--- src/rtl/fp_format_pkg.sv ---
// Purpose: shared constants for the operand format unit
// Assumes: customary binary float layouts, operands passed in by the host
// Notes: fields are right-justified in 64-bit words
package fp_format_pkg;
  // operand widths
  localparam int SGL_WIDTH = 32;
  localparam int DBL_WIDTH = 64;
  // single precision field layout
  localparam int SGL_SIGN_POS = 31;
  localparam int SGL_EXP_WIDTH = 8;
  localparam int SGL_FRAC_WIDTH = 23;
  localparam logic [10:0] SGL_BIAS = 11'h07F;
  // double precision field layout
  localparam int DBL_SIGN_POS = 63;
  localparam int DBL_EXP_WIDTH = 11;
  localparam int DBL_FRAC_WIDTH = 52;
  localparam logic [10:0] DBL_BIAS = 11'h3FF;
  // integer sizes
  localparam int INT_BYTE_WIDTH = 8;
  localparam int INT_WORD_WIDTH = 16;
  localparam int INT_DWORD_WIDTH = 32;
  // trap type codes
  localparam logic [2:0] TRAP_NONE = 3'h0;
  localparam logic [2:0] TRAP_INVALID = 3'h5;
  // operand format selects
  typedef enum logic [2:0] {
    FMT_SHORT_FLOAT,
    FMT_LONG_FLOAT,
    FMT_INT_BYTE,
    FMT_INT_WORD,
    FMT_INT_DWORD
  } format_type;
  // operand classes
  typedef enum logic [1:0] {
    CLASS_NORMAL,
    CLASS_ZERO,
    CLASS_RESERVED
  } class_type;
endpackage : fp_format_pkg

--- src/rtl/fp_field_if.sv ---
// Purpose: carries one operand and its unpacked fields between modules
// Assumes: one clock domain
// Notes: the splitter drives fields, the top reads them
`timescale 1ns/10ps
`default_nettype none
interface fp_field_if;
  logic [63:0] word;
  fp_format_pkg::format_type fmt;
  logic sign;
  logic [10:0] exp_field;
  logic [52:0] significand;
  logic signed [12:0] true_exp;
  fp_format_pkg::class_type op_class;
  logic signed [63:0] int_value;
  modport splitter (input word, input fmt, output sign, output exp_field, output significand,
    output true_exp, output op_class, output int_value);
  modport user (output word, output fmt, input sign, input exp_field, input significand,
    input true_exp, input op_class, input int_value);
endinterface : fp_field_if
`default_nettype wire

--- src/rtl/fp_field_splitter.sv ---
// Purpose: combinational split and classify of one operand
// Assumes: operand right-justified in a 64-bit word
// Notes: no state; the top registers the results
`timescale 1ns/10ps
`default_nettype none
module fp_field_splitter (
  fp_field_if.splitter ops
);
  // ----------------------------------------
  // raw field selection per precision
  // ----------------------------------------
  wire logic is_dbl = (ops.fmt == fp_format_pkg::FMT_LONG_FLOAT);
  wire logic [7:0] sgl_exp = ops.word[30:23];
  wire logic [22:0] sgl_frac = ops.word[22:0];
  wire logic [10:0] dbl_exp = ops.word[62:52];
  wire logic [51:0] dbl_frac = ops.word[51:0];
  wire logic [10:0] exp_raw = is_dbl ? dbl_exp : {3'h0, sgl_exp};
  wire logic [51:0] frac_raw = is_dbl ? dbl_frac : {sgl_frac, 29'h0};
  wire logic exp_ones = is_dbl ? (&dbl_exp) : (&sgl_exp);
  wire logic exp_zero = (exp_raw == 11'h000);
  wire logic frac_zero = (frac_raw == 52'h0);
  wire logic [10:0] bias = is_dbl ? fp_format_pkg::DBL_BIAS : fp_format_pkg::SGL_BIAS;
  wire logic is_float = is_dbl || (ops.fmt == fp_format_pkg::FMT_SHORT_FLOAT);
  // ----------------------------------------
  // field outputs
  // ----------------------------------------
  // sign-magnitude: 1 means negative
  assign ops.sign = is_dbl ? ops.word[63] : ops.word[31];
  assign ops.exp_field = exp_raw;
  // hidden one whenever the exponent field is nonzero, all-ones included
  assign ops.significand = {!exp_zero, frac_raw};
  assign ops.true_exp = $signed({2'b00, exp_raw}) - $signed({2'b00, bias});
  // classification: ones reserved, zero/zero is zero, zero/nonzero reserved
  assign ops.op_class = !is_float ? fp_format_pkg::CLASS_NORMAL :
    exp_ones ? fp_format_pkg::CLASS_RESERVED :
    (exp_zero && frac_zero) ? fp_format_pkg::CLASS_ZERO :
    exp_zero ? fp_format_pkg::CLASS_RESERVED : fp_format_pkg::CLASS_NORMAL;
  // two's complement integers sign-extended
  assign ops.int_value = (ops.fmt == fp_format_pkg::FMT_INT_BYTE) ?
    {{56{ops.word[7]}}, ops.word[7:0]} :
    (ops.fmt == fp_format_pkg::FMT_INT_WORD) ? {{48{ops.word[15]}}, ops.word[15:0]} :
    {{32{ops.word[31]}}, ops.word[31:0]};
endmodule : fp_field_splitter
`default_nettype wire

--- src/rtl/fp_operand_format_classifier.sv ---
// What this block does
// - single is 32 bits, double 64 bits
// - format select picks short or long float
// - normalized significand gets hidden leading one
// - true exponent is field minus 127/1023
// - all-ones exponent means reserved operand
// - zero exponent: zero fraction zero, else reserved
// - normalized only when exponent not zeros/ones
// - sign bit 0 positive, 1 negative
// - negate flips only the sign bit
// - both signed zeros recognised as zero
// - reserved input traps unless plain move
// - never output infinity, not-a-number or denormal, except that a plain move passes them through
// - integers of 8, 16, 32 bits, two's complement
// - no memory access; host passes all operands
// - invalid operation sets trap type 101
//
// Purpose: operand format and classification unit of a float coprocessor
// Assumes: host delivers whole operands already in low-byte-first order
// Notes: one-cycle registered result per accepted request
`timescale 1ns/10ps
`default_nettype none
module fp_operand_format_classifier (
  input wire logic clk_sys_in,
  input wire logic rst_n_in,
  input wire logic op_valid_in,
  input wire fp_format_pkg::format_type op_fmt_in,
  input wire logic [63:0] op_a_in,
  input wire logic [63:0] op_b_in,
  input wire logic op_b_used_in,
  input wire logic move_only_in,
  input wire logic negate_in,
  input wire logic div_in,
  output logic res_valid_out,
  output logic [63:0] res_word_out,
  output logic res_sign_out,
  output logic [10:0] res_exp_out,
  output logic [52:0] res_sig_out,
  output logic signed [12:0] res_true_exp_out,
  output fp_format_pkg::class_type res_class_a_out,
  output fp_format_pkg::class_type res_class_b_out,
  output logic signed [63:0] res_int_out,
  output logic invalid_out,
  output logic trap_req_out,
  output logic [2:0] trap_type_out
);
  // ----------------------------------------
  // operand splitters
  // ----------------------------------------
  fp_field_if a_if ();
  fp_field_if b_if ();
  assign a_if.word = op_a_in;
  assign a_if.fmt = op_fmt_in;
  assign b_if.word = op_b_in;
  assign b_if.fmt = op_fmt_in;
  fp_field_splitter split_a (
    .ops(a_if)
  );
  fp_field_splitter split_b (
    .ops(b_if)
  );
  // ----------------------------------------
  // decode
  // ----------------------------------------
  wire logic is_dbl = (op_fmt_in == fp_format_pkg::FMT_LONG_FLOAT);
  wire logic is_float = is_dbl || (op_fmt_in == fp_format_pkg::FMT_SHORT_FLOAT);
  wire logic a_res = (a_if.op_class == fp_format_pkg::CLASS_RESERVED);
  wire logic b_res = op_b_used_in && (b_if.op_class == fp_format_pkg::CLASS_RESERVED);
  wire logic zero_div = div_in && op_b_used_in && is_float &&
    (a_if.op_class == fp_format_pkg::CLASS_ZERO) && (b_if.op_class == fp_format_pkg::CLASS_ZERO);
  wire logic bad_in = is_float && (a_res || b_res) && !move_only_in;
  wire logic invalid_d = bad_in || zero_div;
  // sign position per width
  wire logic [63:0] sign_mask = is_dbl ? 64'h8000_0000_0000_0000 : 64'h0000_0000_8000_0000;
  wire logic [63:0] width_mask = is_dbl ? 64'hFFFF_FFFF_FFFF_FFFF : 64'h0000_0000_FFFF_FFFF;
  wire logic do_neg = negate_in && is_float && !a_res;
  wire logic [63:0] word_d = (op_a_in & width_mask) ^ (do_neg ? sign_mask : 64'h0);
  // reserved results suppressed unless a plain move passes them through
  wire logic out_bad = a_res && !move_only_in;
  wire logic [63:0] res_word_d = out_bad ? 64'h0 : word_d;
  wire logic [2:0] ttype_d = invalid_d ? fp_format_pkg::TRAP_INVALID : fp_format_pkg::TRAP_NONE;
  // ----------------------------------------
  // result registers
  // ----------------------------------------
  always_ff @(posedge clk_sys_in or negedge rst_n_in) begin
    if (!rst_n_in) begin
      res_valid_out <= 1'b0;
      res_word_out <= 64'h0;
      res_sign_out <= 1'b0;
      res_exp_out <= 11'h0;
      res_sig_out <= 53'h0;
      res_true_exp_out <= 13'h0;
      res_class_a_out <= fp_format_pkg::CLASS_ZERO;
      res_class_b_out <= fp_format_pkg::CLASS_ZERO;
      res_int_out <= 64'h0;
      invalid_out <= 1'b0;
      trap_req_out <= 1'b0;
      trap_type_out <= fp_format_pkg::TRAP_NONE;
    end else begin
      res_valid_out <= op_valid_in;
      if (op_valid_in) begin
        res_word_out <= res_word_d;
        res_sign_out <= a_if.sign ^ do_neg;
        res_exp_out <= a_if.exp_field;
        res_sig_out <= a_if.significand;
        res_true_exp_out <= a_if.true_exp;
        res_class_a_out <= a_if.op_class;
        res_class_b_out <= b_if.op_class;
        res_int_out <= a_if.int_value;
        invalid_out <= invalid_d;
        trap_req_out <= invalid_d;
        trap_type_out <= ttype_d;
      end
    end
  end
endmodule : fp_operand_format_classifier
`default_nettype wire

--- config.mk ---
export PLATFORM = sky130hd
export DESIGN_NAME = fp_operand_format_classifier
export DESIGN_NICKNAME = d
export VERILOG_FILES = /design/src/rtl/fp_format_pkg.sv /design/src/rtl/fp_field_if.sv /design/src/rtl/fp_field_splitter.sv /design/src/rtl/fp_operand_format_classifier.sv
export SDC_FILE = /design/constraint.sdc
export NUM_CORES = 1
export LEC_CHECK = 0
export ABC_CLOCK_PERIOD_IN_PS = 2000
export BUFFER_PORTS_ARGS = -buffer_cell sky130_fd_sc_hd__clkbuf_2
export CORE_AREA = 4 4 135 137
export DETAILED_ROUTE_END_ITERATION = 8
export DIE_AREA = 0 0 139 141
export HOLD_SLACK_MARGIN = 0.05
export PLACE_DENSITY = 0.91
export SLEW_MARGIN = 25
export SYNTH_ARGS = -nofsm -noshare
export SYNTH_HDL_FRONTEND = slang
export SYNTH_SLANG_ARGS = --single-unit
--- constraint.sdc ---
create_clock -name clk_sys_in -period 2 [get_ports clk_sys_in]
set_input_delay 0.4 -clock clk_sys_in [delete_from_list [all_inputs] [get_ports clk_sys_in]]
set_output_delay 0.4 -clock clk_sys_in [all_outputs]
set_load 0.02 [all_outputs]
; After elaboration in Yosys (flattened, before gate mapping)
; Index checks and enable logic that the tools add are counted.
[word_totals]
reg_bits = 215
input_bits = 138
out_inout_bits = 216
elab_cells = 72
[op_classes]
addsub = 1
n_eq_ne = 7
n_mux = 23
n_bitwise = 3
reduce_logical = 27
[op_table]
columns = operator, n
row1 = 64-bit two-way mux, 6
row2 = 52-bit logical NOT, 2
row3 = 52-bit two-way mux, 2
row4 = 64-bit bitwise AND, 1
row5 = 64-bit XOR, 1
row6 = 11-bit logical NOT, 2
row7 = 11-bit two-way mux, 2
row8 = 11-bit AND reduction, 2
row9 = 2-bit two-way mux, 8
row10 = 8-bit AND reduction, 2
row11 = 1-bit logical AND, 12
row12 = 11-bit by 11-bit subtractor with 12-bit output, 1
row13 = 10-bit two-way mux, 1
row14 = "3-bit by 2-bit == test with 1-bit output, second input constant", 2
row15 = "2-bit by 1-bit == test with 1-bit output, second input constant", 2
row16 = "2-bit == test, second input constant", 2
row17 = "3-bit by 1-bit == test with 1-bit output, second input constant", 1
row18 = 1-bit logical NOT, 3
row19 = 3-bit logical NOT, 1
row20 = 1-bit logical OR, 3
row21 = 1-bit two-way mux, 3
row22 = 3-bit two-way mux, 1
row23 = 1-bit XOR, 1

; Longest topological paths before layout
; Gate-level depths: netlist (run 1).
[depth]
ltp_word = 14
ltp_mapped = 13
ltp_nobuf = 8

; Hierarchy
; A second synthesis (run 1) with hierarchy kept.
[unflattened]
hier_cells = 1077
area_unflattened_um2 = 11288.3
[by_module_without_submodules]
columns = mod, instances, cells_per_inst, area_each_um2, seq_area_each_um2
row1 = fp_operand_format_classifier, 1, 477, 7840.0, 5307.6
row2 = fp_field_splitter, 2, 300, 1724.2, 0.0

; Least setup slack after synthesis (run 1)
; No wires, ideal clock.
[synth_timing]
path_kind = input to register
startpoint = input port op_fmt_in[2]
endpoint = register res_word_out[32]
setup_ns = 0.121
arrival_ns = 2.664
required_time_ns = 1.879
slack_ns = -0.785
stages = 13
path_buffers = 5
path_cell_list = nor3b_2 buf_6 buf_2 buf_1 mux2i_1 ha_1 and4_4 a21boi_4 o21a_1 buf_6 nor3_4 buf_6 a22o_1
[synth_between]
elab_chain_len = 13
elab_cells_between_ends = 23
cone_classes = eq/ne (2) / mux (10) / bitwise (2) / reduce/logical (9)
[synth_lines]
columns = item, line_no
row1 = from (decl), fp_operand_format_classifier.sv:27  ; input wire fp_format_pkg::format_type op_fmt_in,
row2 = 3-bit by 1-bit == test with 1-bit output, "fp_field_splitter.sv:12, fp_operand_format_classifier.sv:65"
row3 = 52-bit two-way mux or 11-bit two-way mux (tied branches), "fp_field_splitter.sv:18, fp_field_splitter.sv:17"
row4 = 52-bit logical NOT or 11-bit logical NOT (tied branches), "fp_field_splitter.sv:21, fp_field_splitter.sv:20"
row5 = 1-bit logical AND or 2-bit two-way mux (tied branches), "fp_field_splitter.sv:36, fp_field_splitter.sv:37"
row6 = 2-bit two-way mux, fp_field_splitter.sv:36  ; (exp_zero && frac_zero) ? fp_format_pkg::CLASS_ZERO :
row7 = 2-bit two-way mux, fp_field_splitter.sv:35  ; exp_ones ? fp_format_pkg::CLASS_RESERVED :
row8 = 2-bit two-way mux, fp_field_splitter.sv:34  ; assign ops.op_class = !is_float ? fp_format_pkg::CLASS_NORMAL :
row9 = 2-bit == test, fp_operand_format_classifier.sv:67  ; wire logic a_res = (a_if.op_class == fp_format_pkg::CLASS_RESERVED);
row10 = 1-bit logical NOT, fp_operand_format_classifier.sv:76  ; wire logic do_neg = negate_in && is_float && !a_res;
row11 = 1-bit logical AND, fp_operand_format_classifier.sv:76
row12 = 64-bit two-way mux, fp_operand_format_classifier.sv:77  ; wire logic [63:0] word_d = (op_a_in & width_mask) ^ (do_neg ? sign_mask : 64'h0);
row13 = 64-bit XOR, fp_operand_format_classifier.sv:77
row14 = 64-bit two-way mux *, fp_operand_format_classifier.sv:80  ; wire logic [63:0] res_word_d = out_bad ? 64'h0 : word_d;
row15 = to (signal assigned), fp_operand_format_classifier.sv:102  ; res_word_out <= res_word_d;
row16 = to (decl), fp_operand_format_classifier.sv:35  ; output logic [63:0] res_word_out,
; Mark *: on every way between the ends. The rest lies on a longest branch, timed or not.
; A chain may end at the register's enable or synchronous reset.

; Final worst setup path (run 1)
[layout_timing]
startpoint = input port op_fmt_in[0]
endpoint = register res_sign_out
[layout_between]
elab_chain_len = 11
elab_cells_between_ends = 19
cone_classes = eq/ne (2) / mux (8) / bitwise (1) / reduce/logical (8)
[layout_lines]
columns = item, line_no
row1 = 3-bit by 1-bit == test with 1-bit output, "fp_field_splitter.sv:12, fp_operand_format_classifier.sv:65"
row2 = 52-bit two-way mux or 11-bit two-way mux (tied branches), "fp_field_splitter.sv:18, fp_field_splitter.sv:17"
row3 = 52-bit logical NOT or 11-bit logical NOT (tied branches), "fp_field_splitter.sv:21, fp_field_splitter.sv:20"
row4 = 1-bit logical AND or 2-bit two-way mux (tied branches), "fp_field_splitter.sv:36, fp_field_splitter.sv:37"
row5 = 2-bit two-way mux, fp_field_splitter.sv:36
row6 = 2-bit two-way mux, fp_field_splitter.sv:35
row7 = 2-bit two-way mux, fp_field_splitter.sv:34
row8 = 2-bit == test, fp_operand_format_classifier.sv:67
row9 = 1-bit logical NOT, fp_operand_format_classifier.sv:76
row10 = 1-bit logical AND, fp_operand_format_classifier.sv:76
row11 = 1-bit XOR *, fp_operand_format_classifier.sv:103  ; res_sign_out <= a_if.sign ^ do_neg;
row12 = to (signal assigned), fp_operand_format_classifier.sv:103
row13 = to (decl), fp_operand_format_classifier.sv:36  ; output logic res_sign_out,
; Marked as above.

==> results of run 1 <==
-- power groups by stage --
stage	combinational [W]	clock [W]	sequential [W]
after detailed placement	0.00191	0	0.00412
after CTS	0.00195	0.00326	0.00406
after global routing	0.00210	0.00342	0.00410
after global placement	0.00186	0	0.00412
final	0.00197	0.00322	0.00407
after floorplan	0.000685	0	0.00446
-- cells by family after synthesis --
family | after synthesis
AND/OR/NAND/NOR | 260
XOR/XNOR | 12
multiplexers | 22
buffers and inverters | 104
adder cells (fa/ha/maj) | 2
AO/OA/AOI/OAI | 191
flip-flops | 179
other | 1
-- layer usage --
| layer | up-vias | track usage | share of wire |
|---|---|---|---|
| li1 | 3516 | - | - |
| met2 | 575 | 0.534 | 0.51 |
| met3 | 135 | 0.0787 | 0.089 |
| met5 | - | 0 | 0.00043 |
| met4 | 2 | 0.136 | 0.052 |
| met1 | 3807 | 0.344 | 0.35 |
-- Yosys cell counts, drive strengths merged (11+ instances only) --
cell type / n / share of area
a31oi: 27 / 0.021
nand4: 12 / 0.0094
a22o: 31 / 0.034
dfrtp: 177 / 0.55
nand2: 113 / 0.053
nor4: 27 / 0.023
a21oi: 46 / 0.029
nor3: 12 / 0.0089
clkbuf: 35 / 0.016
o2bb2ai: 66 / 0.072
buf: 55 / 0.049
mux2i: 11 / 0.014
mux2: 11 / 0.016
o21ai: 13 / 0.0081
nor2: 74 / 0.035
inv: 14 / 0.0066
-- flip-flops by register name, indices dropped and copies added (netlist names) --
signal	count
res_class_a_out	2
res_class_b_out	2
res_exp_out	11
res_int_out	32
res_sig_out	53
res_sign_out	1
res_true_exp_out	12
res_valid_out	1
res_word_out	64
trap_type_out	1
-- repair_timing --
item / in CTS / in global routing
pin swaps: 7 / 9
endpoints found under the setup margin: 72 / 71
hold endpoints to repair: 46 / 0
setup buffers: 8 / 3
hold buffers: 1 / 0
gates resized for setup: 24 / 11
-- metrics by stage --
stage | area (µm²) | hold slack, ps | setup TNS, ps
detailed placement | 10500 | 412 | -45430
global route | 11300 | 213 | -6760
global placement | 10500 | 408 | -38890
floorplan | 8080 | 104 | -29110
CTS | 11200 | 210 | -488
finish | 11300 | 206 | -4670
-- worst max path at each step --
stage	slack [ps]	depth (start not counted)	startpoint	end
after floorplan	-490	13	op_fmt_in[2]	res_word_out[32]$_DFFE_PN0P_
after global placement	-570	10	op_fmt_in[0]	trap_type_out[0]$_DFFE_PN0P_
after detailed placement	-670	10	op_fmt_in[0]	res_word_out[60]$_DFFE_PN0P_
after CTS	-60	10	op_fmt_in[1]	res_sign_out$_DFFE_PN0P_
after global routing	-210	10	op_fmt_in[0]	res_sign_out$_DFFE_PN0P_
final	-180	10	op_fmt_in[0]	res_sign_out$_DFFE_PN0P_
-- cell type report --
| type | instances | area [µm²] | share of cell area |
|---|---|---|---|
| Inverter | 14 | 53.8 | 0.00476 |
| Clock inverter | 12 | 93.8 | 0.00831 |
| Tap cell | 225 | 282 | 0.0249 |
| Clock buffer | 20 | 467 | 0.0413 |
| Timing Repair Buffer | 470 | 2810 | 0.248 |
| Sequential cell | 179 | 4480 | 0.397 |
| Multi-Input combinational cell | 488 | 3110 | 0.276 |
-- critical path, cell delays in order --
cell       delay [ps]
clkbuf_16         120
nor3b_4           240
buf_6             140
mux2i_4           250
ha_2              200
and4_4            240
a21boi_4          220
and3b_2           260
xnor2_2           140
mux2_4            270
==> metrics, run 1 <==
cell-internal power=0.00633 W; post-synthesis mux area share=0.0301; r2r endpoint=res_int_out[62]$_DFFE_PN0P_; I/O pin count=354; die footprint=19600 µm²; Reg clk slew, reported paths=70 ps; via count=8035; post-DR wirelength/cell=21.6 µm; min-delay worst type=input pin to flop; Pre-antenna DRT Iters=5; RSZ-0062 raised after global routing=true; area fraction in compound gates after synthesis=0.174; part of the power in combinational logic=0.213; CTS buffer count=17; Crit. End Element=flop; Hold Path Sink=trap_type_out[0]$_DFFE_PN0P_; Post-Syn Area=8020 µm²; RePlAce Congestion=0.894; Syn Area/Cell=10.4 µm²; Synth Instances=771; Core ar.=17100 µm²; Period minus WS final=2180 ps; Post-Syn Nets=911; final worst-path cycle share=1.09; reg-to-reg slack, setup=1130 ps; standard-cell rows=48; Yosys warnings=0; Hold Crit Start=op_b_used_in; top_reg_cell synth=dfrtp_1; kind of critical path=input pin to flop; Synth Area in Adders=0.00312; final cell count without fillers=1408; status=complete, but fails checks; Yosys reg bits=179; number of port buffers=351; failing checks=negative setup slack; antenna-violating nets left=0; hold violation total from the final report=0; largest net degree at the start of global routing=88; Hold Crit Depth=3; Worst Path Max Fanout=5; routed vias/inst=5.71; PwrDens=820 nW/µm²; Slew HR=0.515; post-synthesis sequential area ratio=0.559; min setup slack post-route=-183 ps; Die Width=139 µm; Synth cell types=49; P_leak=5.65 nW; Synth Area in XOR/XNOR=0.0131; initial drt markers=821; first-pass GRT wire length=46.4 mm; CTS tree=yes; Placed Cells=1364; H-tree level count=4; initial antenna violation count=1; largest family of logic cells by synthesized area=compound AO/OA/AOI/OAI gates; Final Util=0.662; commonest non-fill, non-tap cell in the layout=clkbuf_2; CTS sink cnt=179; vias in the first global route=8323; CTS Buffer Depth=2; final WL=30.4 mm; Area growth, synth to finish=40.9%; Root Buffer Master=clkbuf_16; most frequent cells in the layout=clkbuf_2, dfrtp_1, nand2_1, buf_4, nor2_1; Switching Fraction=0.317; CP arrival=2490 ps; share of layout cells above drive strength 1=0.461; Initial Util=0.470; Clock Latency Late Sink=420 ps; Final setup viols=52; Fillers=1284; Final nets=1310; net switching power=0.00293 W; Peak supply drop=0.604 mV; Worst Setup Start Kind=input pin; post-DP HPWL=22.0 mm; all-layer global routing usage=0.302; EDFF count, synth=0; Total Power=0.00926 W; clock group share of total power=0.348; Post-Place Worst Slack=-668 ps; CP required=2310 ps; Simple-Gate Fraction of Synth Area=0.149; drt drc=0; sequential power share=0.439; actual slew at the worst max-slew pin=727 ps; ys async rst share=1.00; Max Cap Viol=0; final slew viol count=0; fmax=0.458 GHz; # diodes=0; clk_skew=0 ps; Overflow after GRT=0; Reg2Reg Depth=3; worst r2r src=res_int_out[62]$_DFFE_PN0P_; Die Span Y=141 µm
(Power assumes the default switching activity.)
==> run 2: changes to the inputs <==
SETUP_SLACK_MARGIN = 0.4   (was unset)
==> run 2 against run 1 <==
- the flow still finishes with violations (negative setup slack)
- clock skew unchanged
- wire length up 9.2%
- global-route usage up 1.4 points
- critical path type unchanged
- critical endpoint is now res_true_exp_out[9]$_DFFE_PN0P_
- highest routed layer is now met4
==> metrics, run 2 (synthesis gave the netlist of run 1 again) <==
status=complete, but fails checks; failing checks=negative setup slack; via count=8293 (+3.2%); Period minus WS final=2260 ps (+73.8 ps); CP arrival=2600 ps (+110 ps); final slew viol count=0 (unchanged); largest registers=res_word_out x64, res_sig_out x53, res_int_out x32; CTS buffer count=17 (unchanged); all-layer global routing usage=0.316 (+0.0143); kind of critical path=input pin to flop; commonest non-fill, non-tap cell in the layout=clkbuf_2; Slew HR=0.533 (+0.0179); Die Width=139 µm (unchanged); Worst Setup Start Kind=input pin; first-pass GRT wire length=48.1 mm (+3.6%); hold violation total from the final report=0 (unchanged); Final nets=1334 (+1.8%); post-DR wirelength/cell=23.2 µm (+7.3%); max reg flops=64 (unchanged); critical path, cell by cell=clkbuf_16, nor3b_4, buf_12, buf_8, buf_6, mux2i_1, buf_4, nor4_4, buf_4, nand4_1, xnor2_1, nand2_1, a31oi_2; actual slew at the worst max-slew pin=693 ps (-34.1 ps); Core ar.=17100 µm² (unchanged); initial drt markers=693 (-16%); post-DP HPWL=22.7 mm (+3.4%); final worst-path cycle share=1.13 (+0.0369); Initial Util=0.470 (unchanged); Final Util=0.711 (+0.0485); Peak supply drop=0.616 mV (+1.9%); Largest Register=res_word_out; initial antenna violation count=0 (-1); fmax=0.443 GHz (-3.3%); final WL=33.2 mm (+9.2%); # diodes=0 (unchanged); CTS Buffer Depth=2 (unchanged); H-tree level count=4 (unchanged); vias in the first global route=8453 (+1.6%); slowest stage delay, CP=340 ps (+70 ps); CP required=2350 ps (+40 ps); Reg clk slew, reported paths=70 ps (about the same); CP max-delay cell=nor4_4; standard-cell rows=48 (unchanged); worst hold slack=209 ps (+2.83 ps); P_leak=5.99 nW (+5.9%); Area growth, synth to finish=51.2%; Final setup viols=70 (+35%); RePlAce Congestion=0.942 (+5.4%); drt drc=0 (unchanged); antenna-violating nets left=0 (unchanged); RSZ-0062 raised after global routing=true; min setup slack post-route=-257 ps (-73.8 ps); share of layout cells above drive strength 1=0.500 (+0.0397); min-delay worst type=input pin to flop; die footprint=19600 µm² (unchanged); Critical path buffers and inverters=6 (+4); Root Buffer Master=clkbuf_16; Crit. End Element=flop; CP top delay family=buffers and inverters; Clock Latency Late Sink=430 ps (about the same); Fillers=1160 (-9.7%); cell mode on critical path=buf_4; Die Span Y=141 µm (unchanged); Worst Path Max Fanout=7 (+2); CTS tree=yes; Overflow after GRT=0 (unchanged); I/O pin count=354 (unchanged); CTS sink cnt=179 (unchanged); most frequent cells in the layout=clkbuf_2, dfrtp_1, buf_4, nand2_1, nor2_1; clk_skew=0 ps (unchanged); routed vias/inst=5.79 (+1.5%); Pre-antenna DRT Iters=7 (+2); PwrDens=825 nW/µm² (+0.58%); Max Cap Viol=0 (unchanged); number of port buffers=351 (unchanged); setup TNS=-4880 ps (-210 ps); largest net degree at the start of global routing=118 (+34%)
## run 2: cell count changes in the layout (fill, tap and decap cells not counted), sizes merged
| cell | before | now |
|---|---|---|
| clkbuf | 369 | 336 |
| clkinv | 6 | 4 |
| inv | 19 | 18 |
| buf | 120 | 177 |
| bufinv | 0 | 4 |
| clkinvlp | 1 | 0 |
## run 2: worst reg2reg max path: stages (launching register included)
cell	delay [ps]
dfrtp_1	430
nor2_1	280
a31oi_2	90
## run 2: area by class of cell
cell class / count / area (µm²) / area share
Timing Repair Buffer: 494 / 3220 / 0.265
Multi-Input combinational cell: 488 / 3430 / 0.283
Sequential cell: 179 / 4480 / 0.370
Clock inverter: 12 / 189 / 0.0156
Inverter: 14 / 53.8 / 0.00444
Tap cell: 225 / 282 / 0.0232
Clock buffer: 20 / 467 / 0.0385
## run 2: worst paths after layout
kind	startpoint	to	slack [ps]	depth (start not counted)
setup / recovery	op_fmt_in[0]	res_true_exp_out[9]$_DFFE_PN0P_	-260	13
hold / removal	op_b_used_in	trap_type_out[0]$_DFFE_PN0P_	210	3
setup reg to reg	res_true_exp_out[9]$_DFFE_PN0P_	res_true_exp_out[9]$_DFFE_PN0P_	1040	2
hold reg to reg	res_sig_out[19]$_DFFE_PN0P_	res_sig_out[19]$_DFFE_PN0P_	490	1
max in group asynchronous	rst_n_in	res_true_exp_out[10]$_DFFE_PN0P_	780	3
min in group asynchronous	rst_n_in	res_sig_out[13]$_DFFE_PN0P_	500	2
## run 2: power breakdown
group | leakage (nW) | internal [W] | switching, W
logic | 3.45 | 0.000837 | 0.00133
clock network | 0.324 | 0.00222 | 0.00152
registers | 2.22 | 0.00389 | 0.000193
total | 5.99 | 0.00695 | 0.00304
## run 2: metrics by stage
step	setup WS, ps	area, µm²	std cells	power [W]
detailed placement	-651	10500	1366	0.00605
finish	-257	12100	1432	0.0100
CTS	-81.4	11700	1420	0.00983
global route	-377	12100	1432	0.0103
global placement	-518	10500	1366	0.00600
floorplan	-494	8090	771	0.00515
## run 2: repair_timing
item	in CTS	in global routing
setup endpoints to repair	113	118
gates cloned	2	1
setup buffers	19	11
hold endpoints to repair	48	0
hold buffers	1	0
pin swaps	25	29
gates resized for setup	67	115
## run 2: layer usage
layer / GRT usage / up-vias / wire, µm
met4: 0.171 / 0 / 2080
met3: 0.0719 / 150 / 2750
met5: 0 / - / 0
met1: 0.354 / 3998 / 11600
met2: 0.560 / 578 / 16800
li1: - / 3567 / -
